File: src/shared/usb_cond_cfg.svh
// Constants of the high-speed conditioner mode controller
`ifndef USB_COND_CFG_SVH
`define USB_COND_CFG_SVH

// ----------------------------------------------------------------
// Clock and chirp timing
// ----------------------------------------------------------------
`define CLK_PERIOD_NS 100
`define CHIRP_MIN_NS 18000
`define CHIRP_MAX_NS 128000
`define CHIRP_MIN_CYC ((`CHIRP_MIN_NS + `CLK_PERIOD_NS - 1) / `CLK_PERIOD_NS)
`define CHIRP_MAX_CYC (`CHIRP_MAX_NS / `CLK_PERIOD_NS)
`define CHIRP_CNT_W 12

// ----------------------------------------------------------------
// Strap encodings
// ----------------------------------------------------------------
`define AC_BOOST_MAX 2'h3
`define DC_GAIN_40MV 2'h0
`define DC_GAIN_60MV 2'h1
`define DC_GAIN_80MV 2'h2

// ----------------------------------------------------------------
// Pin input synchroniser
// ----------------------------------------------------------------
`define PIN_IN_W 16
`define PIN_IN_RST 16'h0001

// ----------------------------------------------------------------
// Serial target
// ----------------------------------------------------------------
`define I2C_ADDR 7'h2C
`define I2C_BITS 4'h8
`define I2C_CNT_W 4

`endif

File: src/shared/usb_cond_pkg.sv
// Types shared by the conditioner mode controller
package usb_cond_pkg;
`include "usb_cond_cfg.svh"

    typedef enum logic [1:0] {
        DC_GAIN_40 = `DC_GAIN_40MV,
        DC_GAIN_60 = `DC_GAIN_60MV,
        DC_GAIN_80 = `DC_GAIN_80MV
    } dc_gain_t;

    typedef struct packed {
        logic i2c_mode;
        logic [1:0] ac_level;
        dc_gain_t dc_gain;
    } strap_cfg_t;

    // Last field is the LSB; enable_n resets to 1 so the core holds off
    typedef struct packed {
        logic scl;
        logic sda;
        logic ac_float;
        logic [1:0] ac_level;
        logic dc_pull_up;
        logic dc_pull_down;
        logic pullup_det;
        logic disconnect_det;
        logic fixture_det;
        logic test_packet_det;
        logic usb_reset_det;
        logic chirp_j;
        logic chirp_k;
        logic squelch;
        logic enable_n;
    } pin_in_t;

    typedef enum logic [7:0] {
        L_UNCONN    = 8'h01,
        L_ATTACHED  = 8'h02,
        L_FIXTURE   = 8'h04,
        L_BUS_RESET = 8'h08,
        L_CHIRP_J   = 8'h10,
        L_CHIRP_K   = 8'h20,
        L_HS_PEND   = 8'h40,
        L_HS        = 8'h80
    } link_state_t;

    typedef enum logic [6:0] {
        I_IDLE = 7'h01,
        I_ADDR = 7'h02,
        I_AACK = 7'h04,
        I_WR   = 7'h08,
        I_WACK = 7'h10,
        I_RD   = 7'h20,
        I_RACK = 7'h40
    } i2c_state_t;
endpackage

File: src/pin_sync.sv
// Three-stage pin synchroniser with second/third stage agreement
`include "usb_cond_cfg.svh"

module pin_sync
    import usb_cond_pkg::*;
(
    input wire logic clk_i,
    input wire logic reset_i,
    input wire logic [`PIN_IN_W-1:0] pin_i,
    output logic [`PIN_IN_W-1:0] pin_o
);
    localparam logic [`PIN_IN_W-1:0] RST_VAL = `PIN_IN_RST;

    genvar g;
    generate
        for (g = 0; g < `PIN_IN_W; g++) begin : g_bit
            logic s1_r, s2_r, s3_r, out_r;
            logic s1_nxt, s2_nxt, s3_nxt, out_nxt;

            always_comb begin
                s1_nxt = pin_i[g];
                s2_nxt = s1_r;
                s3_nxt = s2_r;
                // A change counts only once two late stages agree
                out_nxt = (s2_r == s3_r) ? s3_r : out_r;
            end

            always_ff @(posedge clk_i) begin
                if (reset_i) begin
                    s1_r <= RST_VAL[g];
                    s2_r <= RST_VAL[g];
                    s3_r <= RST_VAL[g];
                    out_r <= RST_VAL[g];
                end else begin
                    s1_r <= s1_nxt;
                    s2_r <= s2_nxt;
                    s3_r <= s3_nxt;
                    out_r <= out_nxt;
                end
            end

            assign pin_o[g] = out_r;
        end
    endgenerate
endmodule

File: src/usb_hs_conditioner_mode_ctrl.sv
// Mode, strap and status-pin control of the high-speed conditioner
`include "usb_cond_cfg.svh"

// Behaviour
// - The AC boost strap is latched only at reset release and then ignored.
// - A floating AC boost strap at release selects the highest AC boost.
// - In pin-strap mode the DC gain pin is read as high 80, float 60, low 40.
// - After reset in pin-strap mode the DC gain pin outputs the HS flag.
// - HS flag sets after fixture detect from unconnected, then test packet.
// - HS flag sets on squelch after a reset with one 18-128 us J/K chirp pair.
// - Serial mode is entered only if both serial lines are high at release.
// - In serial mode the block answers as target 0x2C, data pin two-way.
// - Unused pins per mode (data in pin-strap, DC pin in serial) stay idle.
// - The core regulator is enabled only while the channel is high speed.
// - While the enable pin is low the block is held in reset and shutdown.
// - In pin-strap mode the clock pin outputs the attach flag.
module usb_hs_conditioner_mode_ctrl
    import usb_cond_pkg::*;
(
    input wire logic clk_i,
    input wire logic reset_i,
    input wire pin_in_t pins_i,
    output strap_cfg_t cfg_o,
    output logic shutdown_o,
    output logic core_regulator_output_en_o,
    output logic high_speed_active_flag_o,
    output logic high_speed_active_flag_oe_o,
    output logic attach_detect_flag_o,
    output logic attach_detect_flag_oe_o,
    output logic i2c_sda_o,
    output logic i2c_sda_oe_o,
    output logic [7:0] i2c_byte_o
);
    localparam logic [`CHIRP_CNT_W-1:0] CHIRP_MIN =
        `CHIRP_CNT_W'(`CHIRP_MIN_CYC);
    localparam logic [`CHIRP_CNT_W-1:0] CHIRP_MAX =
        `CHIRP_CNT_W'(`CHIRP_MAX_CYC);

    pin_in_t pins_s;
    logic core_rst;

    pin_sync u_sync (
        .clk_i(clk_i),
        .reset_i(reset_i),
        .pin_i(pins_i),
        .pin_o(pins_s)
    );

    assign core_rst = reset_i | pins_s.enable_n;

    // ------------------------------------------------------------
    // Strap capture at reset release
    // ------------------------------------------------------------
    strap_cfg_t cfg_r, cfg_nxt;
    logic run_r, run_nxt;

    always_comb begin
        cfg_nxt = cfg_r;
        run_nxt = 1'b1;
        // Latched on the single cycle after release, frozen afterwards
        if (!run_r) begin
            cfg_nxt.i2c_mode = pins_s.scl & pins_s.sda;
            cfg_nxt.ac_level = pins_s.ac_float ? `AC_BOOST_MAX
                                               : pins_s.ac_level;
            if (pins_s.dc_pull_up) begin
                cfg_nxt.dc_gain = DC_GAIN_80;
            end else if (pins_s.dc_pull_down) begin
                cfg_nxt.dc_gain = DC_GAIN_40;
            end else begin
                cfg_nxt.dc_gain = DC_GAIN_60;
            end
        end
    end

    always_ff @(posedge clk_i) begin
        if (core_rst) begin
            cfg_r <= '{i2c_mode: 1'b0, ac_level: `AC_BOOST_MAX,
                       dc_gain: DC_GAIN_60};
            run_r <= 1'b0;
        end else begin
            cfg_r <= cfg_nxt;
            run_r <= run_nxt;
        end
    end

    // ------------------------------------------------------------
    // Link state tracking
    // ------------------------------------------------------------
    link_state_t lst_r, lst_nxt;
    logic [`CHIRP_CNT_W-1:0] ccnt_r, ccnt_nxt;
    logic attach_r, attach_nxt;
    logic chirp_ok;

    assign chirp_ok = (ccnt_r >= CHIRP_MIN) && (ccnt_r <= CHIRP_MAX);

    always_comb begin
        lst_nxt = lst_r;
        ccnt_nxt = ccnt_r;
        attach_nxt = attach_r;
        if (lst_r == L_UNCONN && pins_s.pullup_det) begin
            attach_nxt = 1'b1;
        end
        if (pins_s.disconnect_det) begin
            attach_nxt = 1'b0;
            lst_nxt = L_UNCONN;
        end else begin
            case (lst_r)
                L_UNCONN: begin
                    if (pins_s.fixture_det) begin
                        lst_nxt = L_FIXTURE;
                    end else if (pins_s.pullup_det) begin
                        lst_nxt = L_ATTACHED;
                    end
                end
                L_FIXTURE: begin
                    if (pins_s.test_packet_det) begin
                        lst_nxt = L_HS;
                    end
                end
                L_ATTACHED: begin
                    if (pins_s.usb_reset_det) begin
                        lst_nxt = L_BUS_RESET;
                    end
                end
                L_BUS_RESET: begin
                    ccnt_nxt = '0;
                    if (pins_s.chirp_j) begin
                        lst_nxt = L_CHIRP_J;
                    end else if (!pins_s.usb_reset_det) begin
                        lst_nxt = L_ATTACHED;
                    end
                end
                L_CHIRP_J: begin
                    // Saturating just past the window keeps a stuck chirp out
                    if (pins_s.chirp_j) begin
                        if (ccnt_r <= CHIRP_MAX) begin
                            ccnt_nxt = ccnt_r + 1'b1;
                        end
                    end else begin
                        ccnt_nxt = '0;
                        lst_nxt = (chirp_ok && pins_s.chirp_k) ?
                                  L_CHIRP_K : L_ATTACHED;
                    end
                end
                L_CHIRP_K: begin
                    if (pins_s.chirp_k) begin
                        if (ccnt_r <= CHIRP_MAX) begin
                            ccnt_nxt = ccnt_r + 1'b1;
                        end
                    end else begin
                        ccnt_nxt = '0;
                        lst_nxt = chirp_ok ? L_HS_PEND : L_ATTACHED;
                    end
                end
                L_HS_PEND: begin
                    if (pins_s.squelch) begin
                        lst_nxt = L_HS;
                    end
                end
                L_HS: begin
                    if (pins_s.usb_reset_det) begin
                        lst_nxt = L_BUS_RESET;
                    end
                end
                default: begin
                    lst_nxt = L_UNCONN;
                end
            endcase
        end
    end

    always_ff @(posedge clk_i) begin
        if (core_rst) begin
            lst_r <= L_UNCONN;
            ccnt_r <= '0;
            attach_r <= 1'b0;
        end else begin
            lst_r <= lst_nxt;
            ccnt_r <= ccnt_nxt;
            attach_r <= attach_nxt;
        end
    end

    // ------------------------------------------------------------
    // Serial target
    // ------------------------------------------------------------
    i2c_state_t ist_r, ist_nxt;
    logic [`I2C_CNT_W-1:0] bcnt_r, bcnt_nxt;
    logic [7:0] sh_r, sh_nxt;
    logic [7:0] byte_r, byte_nxt;
    logic rw_r, rw_nxt;
    logic oe_r, oe_nxt;
    logic scl_q_r, sda_q_r;
    logic scl_rise, scl_fall, i2c_start, i2c_stop;
    logic [7:0] status_byte;

    assign scl_rise = pins_s.scl & ~scl_q_r;
    assign scl_fall = ~pins_s.scl & scl_q_r;
    assign i2c_start = pins_s.scl & scl_q_r & sda_q_r & ~pins_s.sda;
    assign i2c_stop = pins_s.scl & scl_q_r & ~sda_q_r & pins_s.sda;
    assign status_byte = {lst_r == L_HS, attach_r, cfg_r.i2c_mode,
                          cfg_r.ac_level, cfg_r.dc_gain, 1'b0};

    always_comb begin
        ist_nxt = ist_r;
        bcnt_nxt = bcnt_r;
        sh_nxt = sh_r;
        byte_nxt = byte_r;
        rw_nxt = rw_r;
        oe_nxt = oe_r;
        if (!run_r || !cfg_r.i2c_mode) begin
            ist_nxt = I_IDLE;
            oe_nxt = 1'b0;
        end else if (i2c_start) begin
            ist_nxt = I_ADDR;
            bcnt_nxt = '0;
            oe_nxt = 1'b0;
        end else if (i2c_stop) begin
            ist_nxt = I_IDLE;
            oe_nxt = 1'b0;
        end else begin
            case (ist_r)
                I_IDLE: begin
                    oe_nxt = 1'b0;
                end
                I_ADDR, I_WR: begin
                    if (scl_rise) begin
                        sh_nxt = {sh_r[6:0], pins_s.sda};
                        bcnt_nxt = bcnt_r + 1'b1;
                    end else if (scl_fall && bcnt_r == `I2C_BITS) begin
                        if (ist_r == I_WR) begin
                            ist_nxt = I_WACK;
                            byte_nxt = sh_r;
                            oe_nxt = 1'b1;
                        end else if (sh_r[7:1] == `I2C_ADDR) begin
                            ist_nxt = I_AACK;
                            rw_nxt = sh_r[0];
                            oe_nxt = 1'b1;
                        end else begin
                            ist_nxt = I_IDLE;
                        end
                    end
                end
                I_AACK, I_RACK: begin
                    if (ist_r == I_RACK && scl_rise && pins_s.sda) begin
                        ist_nxt = I_IDLE;
                    end else if (scl_fall) begin
                        bcnt_nxt = '0;
                        if (rw_r) begin
                            ist_nxt = I_RD;
                            sh_nxt = status_byte;
                            oe_nxt = ~status_byte[7];
                        end else begin
                            ist_nxt = I_WR;
                            oe_nxt = 1'b0;
                        end
                    end
                end
                I_WACK: begin
                    if (scl_fall) begin
                        ist_nxt = I_WR;
                        bcnt_nxt = '0;
                        oe_nxt = 1'b0;
                    end
                end
                I_RD: begin
                    if (scl_rise) begin
                        bcnt_nxt = bcnt_r + 1'b1;
                    end else if (scl_fall) begin
                        if (bcnt_r == `I2C_BITS) begin
                            ist_nxt = I_RACK;
                            oe_nxt = 1'b0;
                        end else begin
                            sh_nxt = {sh_r[6:0], 1'b0};
                            oe_nxt = ~sh_r[6];
                        end
                    end
                end
                default: begin
                    ist_nxt = I_IDLE;
                    oe_nxt = 1'b0;
                end
            endcase
        end
    end

    always_ff @(posedge clk_i) begin
        if (core_rst) begin
            ist_r <= I_IDLE;
            bcnt_r <= '0;
            sh_r <= 8'h00;
            byte_r <= 8'h00;
            rw_r <= 1'b0;
            oe_r <= 1'b0;
            scl_q_r <= 1'b1;
            sda_q_r <= 1'b1;
        end else begin
            ist_r <= ist_nxt;
            bcnt_r <= bcnt_nxt;
            sh_r <= sh_nxt;
            byte_r <= byte_nxt;
            rw_r <= rw_nxt;
            oe_r <= oe_nxt;
            scl_q_r <= pins_s.scl;
            sda_q_r <= pins_s.sda;
        end
    end

    // ------------------------------------------------------------
    // Output pins
    // ------------------------------------------------------------
    logic shut_r, core_regulator_output_r, hs_r, hs_oe_r, att_r, att_oe_r;
    logic shut_nxt, core_regulator_output_nxt, hs_nxt, hs_oe_nxt, att_nxt, att_oe_nxt;
    logic strap_mode;

    // Status pins only drive once the straps are safely latched
    assign strap_mode = run_r & ~cfg_r.i2c_mode;

    always_comb begin
        shut_nxt = core_rst;
        hs_nxt = ~core_rst & (lst_nxt == L_HS);
        core_regulator_output_nxt = hs_nxt;
        hs_oe_nxt = ~core_rst & strap_mode;
        att_nxt = ~core_rst & attach_nxt;
        att_oe_nxt = ~core_rst & strap_mode;
    end

    always_ff @(posedge clk_i) begin
        if (reset_i) begin
            shut_r <= 1'b1;
            core_regulator_output_r <= 1'b0;
            hs_r <= 1'b0;
            hs_oe_r <= 1'b0;
            att_r <= 1'b0;
            att_oe_r <= 1'b0;
        end else begin
            shut_r <= shut_nxt;
            core_regulator_output_r <= core_regulator_output_nxt;
            hs_r <= hs_nxt;
            hs_oe_r <= hs_oe_nxt;
            att_r <= att_nxt;
            att_oe_r <= att_oe_nxt;
        end
    end

    assign cfg_o = cfg_r;
    assign shutdown_o = shut_r;
    assign core_regulator_output_en_o = core_regulator_output_r;
    assign high_speed_active_flag_o = hs_r;
    assign high_speed_active_flag_oe_o = hs_oe_r;
    assign attach_detect_flag_o = att_r;
    assign attach_detect_flag_oe_o = att_oe_r;
    // Open drain: the data line is only ever pulled low
    assign i2c_sda_o = 1'b0;
    assign i2c_sda_oe_o = oe_r;
    assign i2c_byte_o = byte_r;
endmodule

File: config.mk
export PLATFORM = sky130hd
export DESIGN_NAME = usb_hs_conditioner_mode_ctrl
export DESIGN_NICKNAME = d
export VERILOG_FILES = /design/src/shared/usb_cond_pkg.sv /design/src/pin_sync.sv /design/src/usb_hs_conditioner_mode_ctrl.sv
export VERILOG_INCLUDE_DIRS = /design/src /design/src/shared
export SDC_FILE = /design/constraint.sdc
export NUM_CORES = 1
export LEC_CHECK = 0
export BUFFER_PORTS_ARGS = -buffer_cell sky130_fd_sc_hd__buf_2
export CAP_MARGIN = 20
export CORE_MARGIN = 2
export CORE_UTILIZATION = 40
export CTS_CLUSTER_SIZE = 30
export DETAILED_ROUTE_END_ITERATION = 16
export PLACE_DENSITY = 0.53
export SKIP_CTS_REPAIR_TIMING = 1
export SYNTH_ARGS = -nofsm -noshare
export SYNTH_HDL_FRONTEND = slang
export SYNTH_SLANG_ARGS = --single-unit
export TNS_END_PERCENT = 5
File: constraint.sdc
create_clock -name clk_i -period 3 [get_ports clk_i]
set_input_delay 0.3 -clock clk_i [delete_from_list [all_inputs] [get_ports clk_i]]
set_output_delay 0.3 -clock clk_i [all_outputs]
set_load 0.01 [all_outputs]
# After elaboration in Yosys (flattened, before gate mapping)
# Cells that the tools add are included.
# word_totals
register_bits	126
output_inout_bits	21
elab_cells	263
# op_classes
n_addsub	2
n_lt_le_gt_ge	2
eq_ne	58
mux	63
n_bitwise	28
n_reduce_logical	26
# ops
cell	n
2-to-1 mux 8 bit	17
2-to-1 mux 7 bit	9
one-hot mux 8 bit (7 select lines)	1
2-to-1 mux 12 bit	3
one-hot mux 12 bit (3 select lines)	1
one-hot mux 7 bit (5 select lines)	1
AND reduction 8 bit	4
!= test 2 bit, second input constant	12
!= test 4 bit, second input constant	6
one-hot mux 8 bit (3 select lines)	1
2-to-1 mux 4 bit	5
equality test 1 bit	16
equality test 8 bit, second input constant	2
2-to-1 mux 1 bit	15
inverter 1 bit	15
equality test 7 x 6 -> 1 bit, second input constant	2
adder 12 x 1 -> 12 bit, second input constant	1
bitwise AND 1 bit	12
>= comparator 12 x 8 -> 1 bit, second input constant	1
<= comparator 12 x 11 -> 1 bit, second input constant	1
2-to-1 mux 6 bit	2
!= test 3 bit, second input constant	4
one-hot mux 4 bit (3 select lines)	1
AND reduction 11 bit	1
33 further kinds	46

# Longest topological paths before layout
# logic_depth
ltp_word	9
ltp_mapped	8

# Cells and area by module
# From an unflattened synthesis, not the netlist that was laid out.
# hier_totals
cells_unflattened	592
area_unflattened_um2	5310.1
# modules_own_cells
module	n_inst	cells_each	area_each_um2	seq_area_each_um2
usb_hs_conditioner_mode_ctrl	1	409	3338.2	1241.2
pin_sync	1	183	1971.9	1281.2

# Worst setup path after synthesis
# No wires, ideal clock.
# synth_timing
kind	flip-flop to flip-flop
start	register ist_r[4]
end	register sh_r[1]
setup_time_ps	116
arrival_ps	2146
setup_slack_ps	738
path_stages_with_launch	9
n_path_buf	3
period_less_slack_ps	2262
cell_sequence	dfxtp_1 > buf_6 > or4_4 > or3_1 > buf_6 > o211a_1 > o21a_1 > buf_6 > o211a_1
# synth_via
elab_chain_len	5
word_cells_on_any_way	19
classes_between	eq/ne (12); mux (1); reduce/logical (6)
# synth_lines
element	line_no	text
start: declaration	usb_hs_conditioner_mode_ctrl.sv:187	i2c_state_t ist_r, ist_nxt;
start signal: assignment	usb_hs_conditioner_mode_ctrl.sv:298	ist_r <= ist_nxt;
equality test 7 bit	usb_hs_conditioner_mode_ctrl.sv:222, usb_hs_conditioner_mode_ctrl.sv:245	
logical AND 1 bit (2 in a row)	usb_hs_conditioner_mode_ctrl.sv:245	if (ist_r == I_RACK && scl_rise && pins_s.sda) begin
!= test 2 bit (no line)	--	
AND reduction 11 bit (no line)	--	
end signal: assignment	usb_hs_conditioner_mode_ctrl.sv:300	sh_r <= sh_nxt;
end: declaration	usb_hs_conditioner_mode_ctrl.sv:189	logic [7:0] sh_r, sh_nxt;
# Parallel ways exist; a longest one is shown, timed or not.
# A chain may end at the register's enable or synchronous reset.

# Worst setup path after layout
# layout_timing
start	register ist_r[3]
end	register sh_r[0]
# The elaborated chain is that of the path after synthesis.

==> summary.md <==
| Metric | Value |
|---|---|
| Clk_lat worst skew | 0.41 ns |
| Setup crit start | ist_r[3]$_SDFFE_PP0P_ |
| IO Count | 39 |
| Post-DRT Antenna Nets | 0 |
| DR vias/cell | 5.379 |
| GR Overflow Total | 0 |
| Initial Util | 40.69% |
| Cell family with most CP delay | simple AND/OR/NAND/NOR gates |
| Post-DP HPWL | 7.805 mm |
| Syn Area/Cell | 9.296 sq um |
| Worst path bufs/invs | 0 |
| Final hold violation count | 0 |
| Hold slack final | 0.06843 ns |
| Max Root-Sink Buffers | 2 |
| # diodes | 0 |
| Tmin final | 2.635 ns |
| Antenna violations before repair | 0 |
| Worst-Margin Slew | 0.7509 ns |
| Hold Startpoint | pins_i[0] |
| Vias in the first global route | 3,862 |
| Synth Flop Type | dfxtp_1 |
| WP data arrival | 2.98 ns |
| Final worst-path cycle share | 87.83% |
| Htree depth | 4 |
| Post-synth EDFFs | 0 |
| Crit start category | register |
| Detailed Route WL | 11.34 mm |
| Reg-to-Reg Start | ist_r[3]$_SDFFE_PP0P_ |
| Outcome | finished, final reports clean |
| Largest stage delay on the critical path | 0.59 ns |
| Worst hold-check path type | in2reg |
| Synth Warn # | 0 |
| CTS sink count | 126 |
| Drt initial violations | 318 |
| Post-synthesis register bit count | 126 |
| Worst Setup Path Type | reg2reg |
| RSZ-0062 raised after global routing | no |
| CTS tree | yes |
| Die width | 119.6 um |
| Register area share after synthesis | 47.19% |
| Share of layout cells above drive strength 1 | 14.68% |
| Syn-to-layout area delta | 15.75% |
| Die Area | 14,300 sq um |
| Layout filler cell count | 1,293 |
| Non-filler cells, final | 789 |
| Final setup viols | 0 |
| First-pass GRT wire length | 18.76 mm |
| CP Max Fanout | 11 |
| Clock Tree Root | clkbuf_16 |
| Gpl congestion | 0.8708 |
| Reg clk slew, reported paths | 0.06 ns |
| Tot GR Track Use | 16.45% |
| Core box area | 13,140 sq um |
| Worst slew margin | 49.64% |
| Remaining DRCs | 0 |
| Pre-antenna DRT Iters | 4 |
| Required time worst endpoint | 3.34 ns |
| Placed insts | 757 |
| Port Buffers | 37 |
| Nets@finish | 622 |
| Final worst clock skew | 0.01175 ns |
| Pwr dens | 607.4 nW/um^2 |
| Area after DPL | 5605 sq um |
| Async SR Flop Fraction | 0% |
| VDD IR max | 359.8 uV |
| CP endpoint kind | register |
| Num CTS Buffers | 17 |
| Syn Std Cell Area | 5345 sq um |
| Syn Inst Count | 575 |
| Design area | 6187 sq um |
| Largest net degree at the start of global routing | 67 |
| Routed WL per cell | 14.38 um |
| Slew Viols, Final | 0 |
| TNS Setup | 0 ns |
| Synthesized Nets | 597 |
| Leakage | 0.002414 uW |
| Chip height | 119.6 um |
| Distinct cells, synth | 67 |
| Slowest CP cell | or4_4 |
| Maximum clock rate | 379.5 MHz |
| Row count | 42 |
| DR vias | 4,244 |
| Cells along the critical path | or4_4 -> or3_1 -> a211oi_4 -> o21a_1 -> mux2i_1 |
| Max Cap Viol | 0 |
## cells by family after synthesis
| group | Yosys count | synth area share [%] |
|---|---|---|
| other | 1 | 0.07016 |
| and+or+nand+nor | 228 | 24.79 |
| buffers and inverters | 49 | 4.330 |
| adders and majority gates | 4 | 0.9364 |
| AOI/OAI and AO/OA | 139 | 17.65 |
| muxes | 19 | 3.558 |
| DFF | 126 | 47.19 |
| xor gates and xnor gates | 9 | 1.475 |
## Yosys cell counts (5+ instances only)
library cell | n | area share (%)
nor2b_1 | 50 | 5.9
o211a_1 | 10 | 1.9
nand3b_1 | 8 | 1.1
nand4_1 | 10 | 1.2
a31oi_1 | 5 | 0.59
nand2b_1 | 5 | 0.59
o21ai_0 | 33 | 3.1
clkbuf_1 | 23 | 1.6
xor2_1 | 5 | 0.82
nor4b_1 | 5 | 0.82
or2_2 | 6 | 0.70
inv_1 | 13 | 0.91
o21a_1 | 6 | 0.84
mux2i_1 | 19 | 3.6
or3_1 | 10 | 1.2
o211ai_1 | 13 | 1.8
dfxtp_1 | 126 | 47
nor3b_1 | 6 | 0.84
nor4_1 | 11 | 1.3
nor2_1 | 29 | 2.0
a311oi_1 | 5 | 0.82
nor3_1 | 17 | 1.6
nand3_1 | 12 | 1.1
nand2_1 | 34 | 2.4
a21oi_1 | 34 | 3.2
## layout by cell type (no fill, tap or decap), types with 5 or more instances in the layout
master / instances
xor2_1: 5
nand3_1: 12
a21oi_1: 34
a311oi_1: 5
a31oi_1: 5
dfxtp_1: 126
or3_1: 10
nor4b_1: 5
nand2_1: 34
o211a_1: 10
o21ai_0: 33
o211ai_1: 13
nand3b_1: 8
or2_2: 6
clkbuf_16: 17
buf_4: 5
nand2b_1: 5
nand4_1: 10
nor3b_1: 6
o21a_1: 6
inv_1: 13
nor4_1: 11
nor2_1: 29
mux2i_1: 19
nor3_1: 17
buf_2: 37
nor2b_1: 50
## through the flow
| step | util [%] | power (uW) | setup WS, ns |
|---|---|---|---|
| 2_1_floorplan | - | 1776 | 0.7379 |
| 3_3_place_gp | 42.67 | 1791 | 0.4907 |
| 3_5_place_dp | 42.67 | 1792 | 0.4038 |
| 4_1_cts | 47.10 | 3807 | 0.3757 |
| 5_1_grt | 47.10 | 3898 | 0.2244 |
| 6_report | 47.10 | 3758 | 0.3652 |
## power breakdown
| group | internal [uW] | switching (uW) | leakage (uW) | total (uW) |
|---|---|---|---|---|
| combinational | 23.6 | 20.8 | 0.00111 | 44.5 |
| sequential | 1700 | 9.34 | 0.00102 | 1710 |
| clock | 1250 | 753 | 0.000285 | 2000 |
## path summary, 6_finish.rpt
path / slack [ns] / end / depth (start not counted)
worst max-delay path: 0.37 / sh_r[0]$_SDFFE_PN0P_ / 5
worst min register to register: 0.41 / u_sync.g_bit[0].s2_r$_SDFF_PP1_ / 1
worst min-delay path: 0.07 / u_sync.g_bit[0].s1_r$_SDFF_PP1_ / 2
worst max register to register: 0.37 / sh_r[0]$_SDFFE_PN0P_ / 5
## cell type report
type,count,area [sq um],area share [%]
flip-flops and latches,126,2522,40.77
well taps,176,220.2,3.559
clock inverters,12,135.1,2.184
clock buffers,20,446.7,7.219
repair buffers,42,222.7,3.600
inverters,13,48.80,0.7887
multi-input cells,400,2591,41.88
## layer usage
layer / vias up / wire length (um) / global-route usage, %
li1: 2136 / - / -
met5: - / 0 / 0
met1: 2007 / 5676 / 22.22
met2: 82 / 5087 / 24.82
met4: 0 / 191 / 7.279
met3: 19 / 388 / 4.183
## worst reg2reg max path, stage by stage (launching register included)
cell,delay (ns)
dfxtp_1,0.40
or4_4,0.59
or3_1,0.56
a211oi_4,0.44
o21a_1,0.35
mux2i_1,0.22
## flip-flops by register name (all words and copies together) (netlist names), 4 cells and up
name	count
ccnt_r	12
lst_r	8
u_sync.g_bit.s3_r	16
u_sync.g_bit.s1_r	16
u_sync.g_bit.s2_r	16
sh_r	8
ist_r	7
bcnt_r	4
cfg_o	5
u_sync.g_bit.out_r	16
i2c_byte_o	8
(Power assumes the default switching activity.)
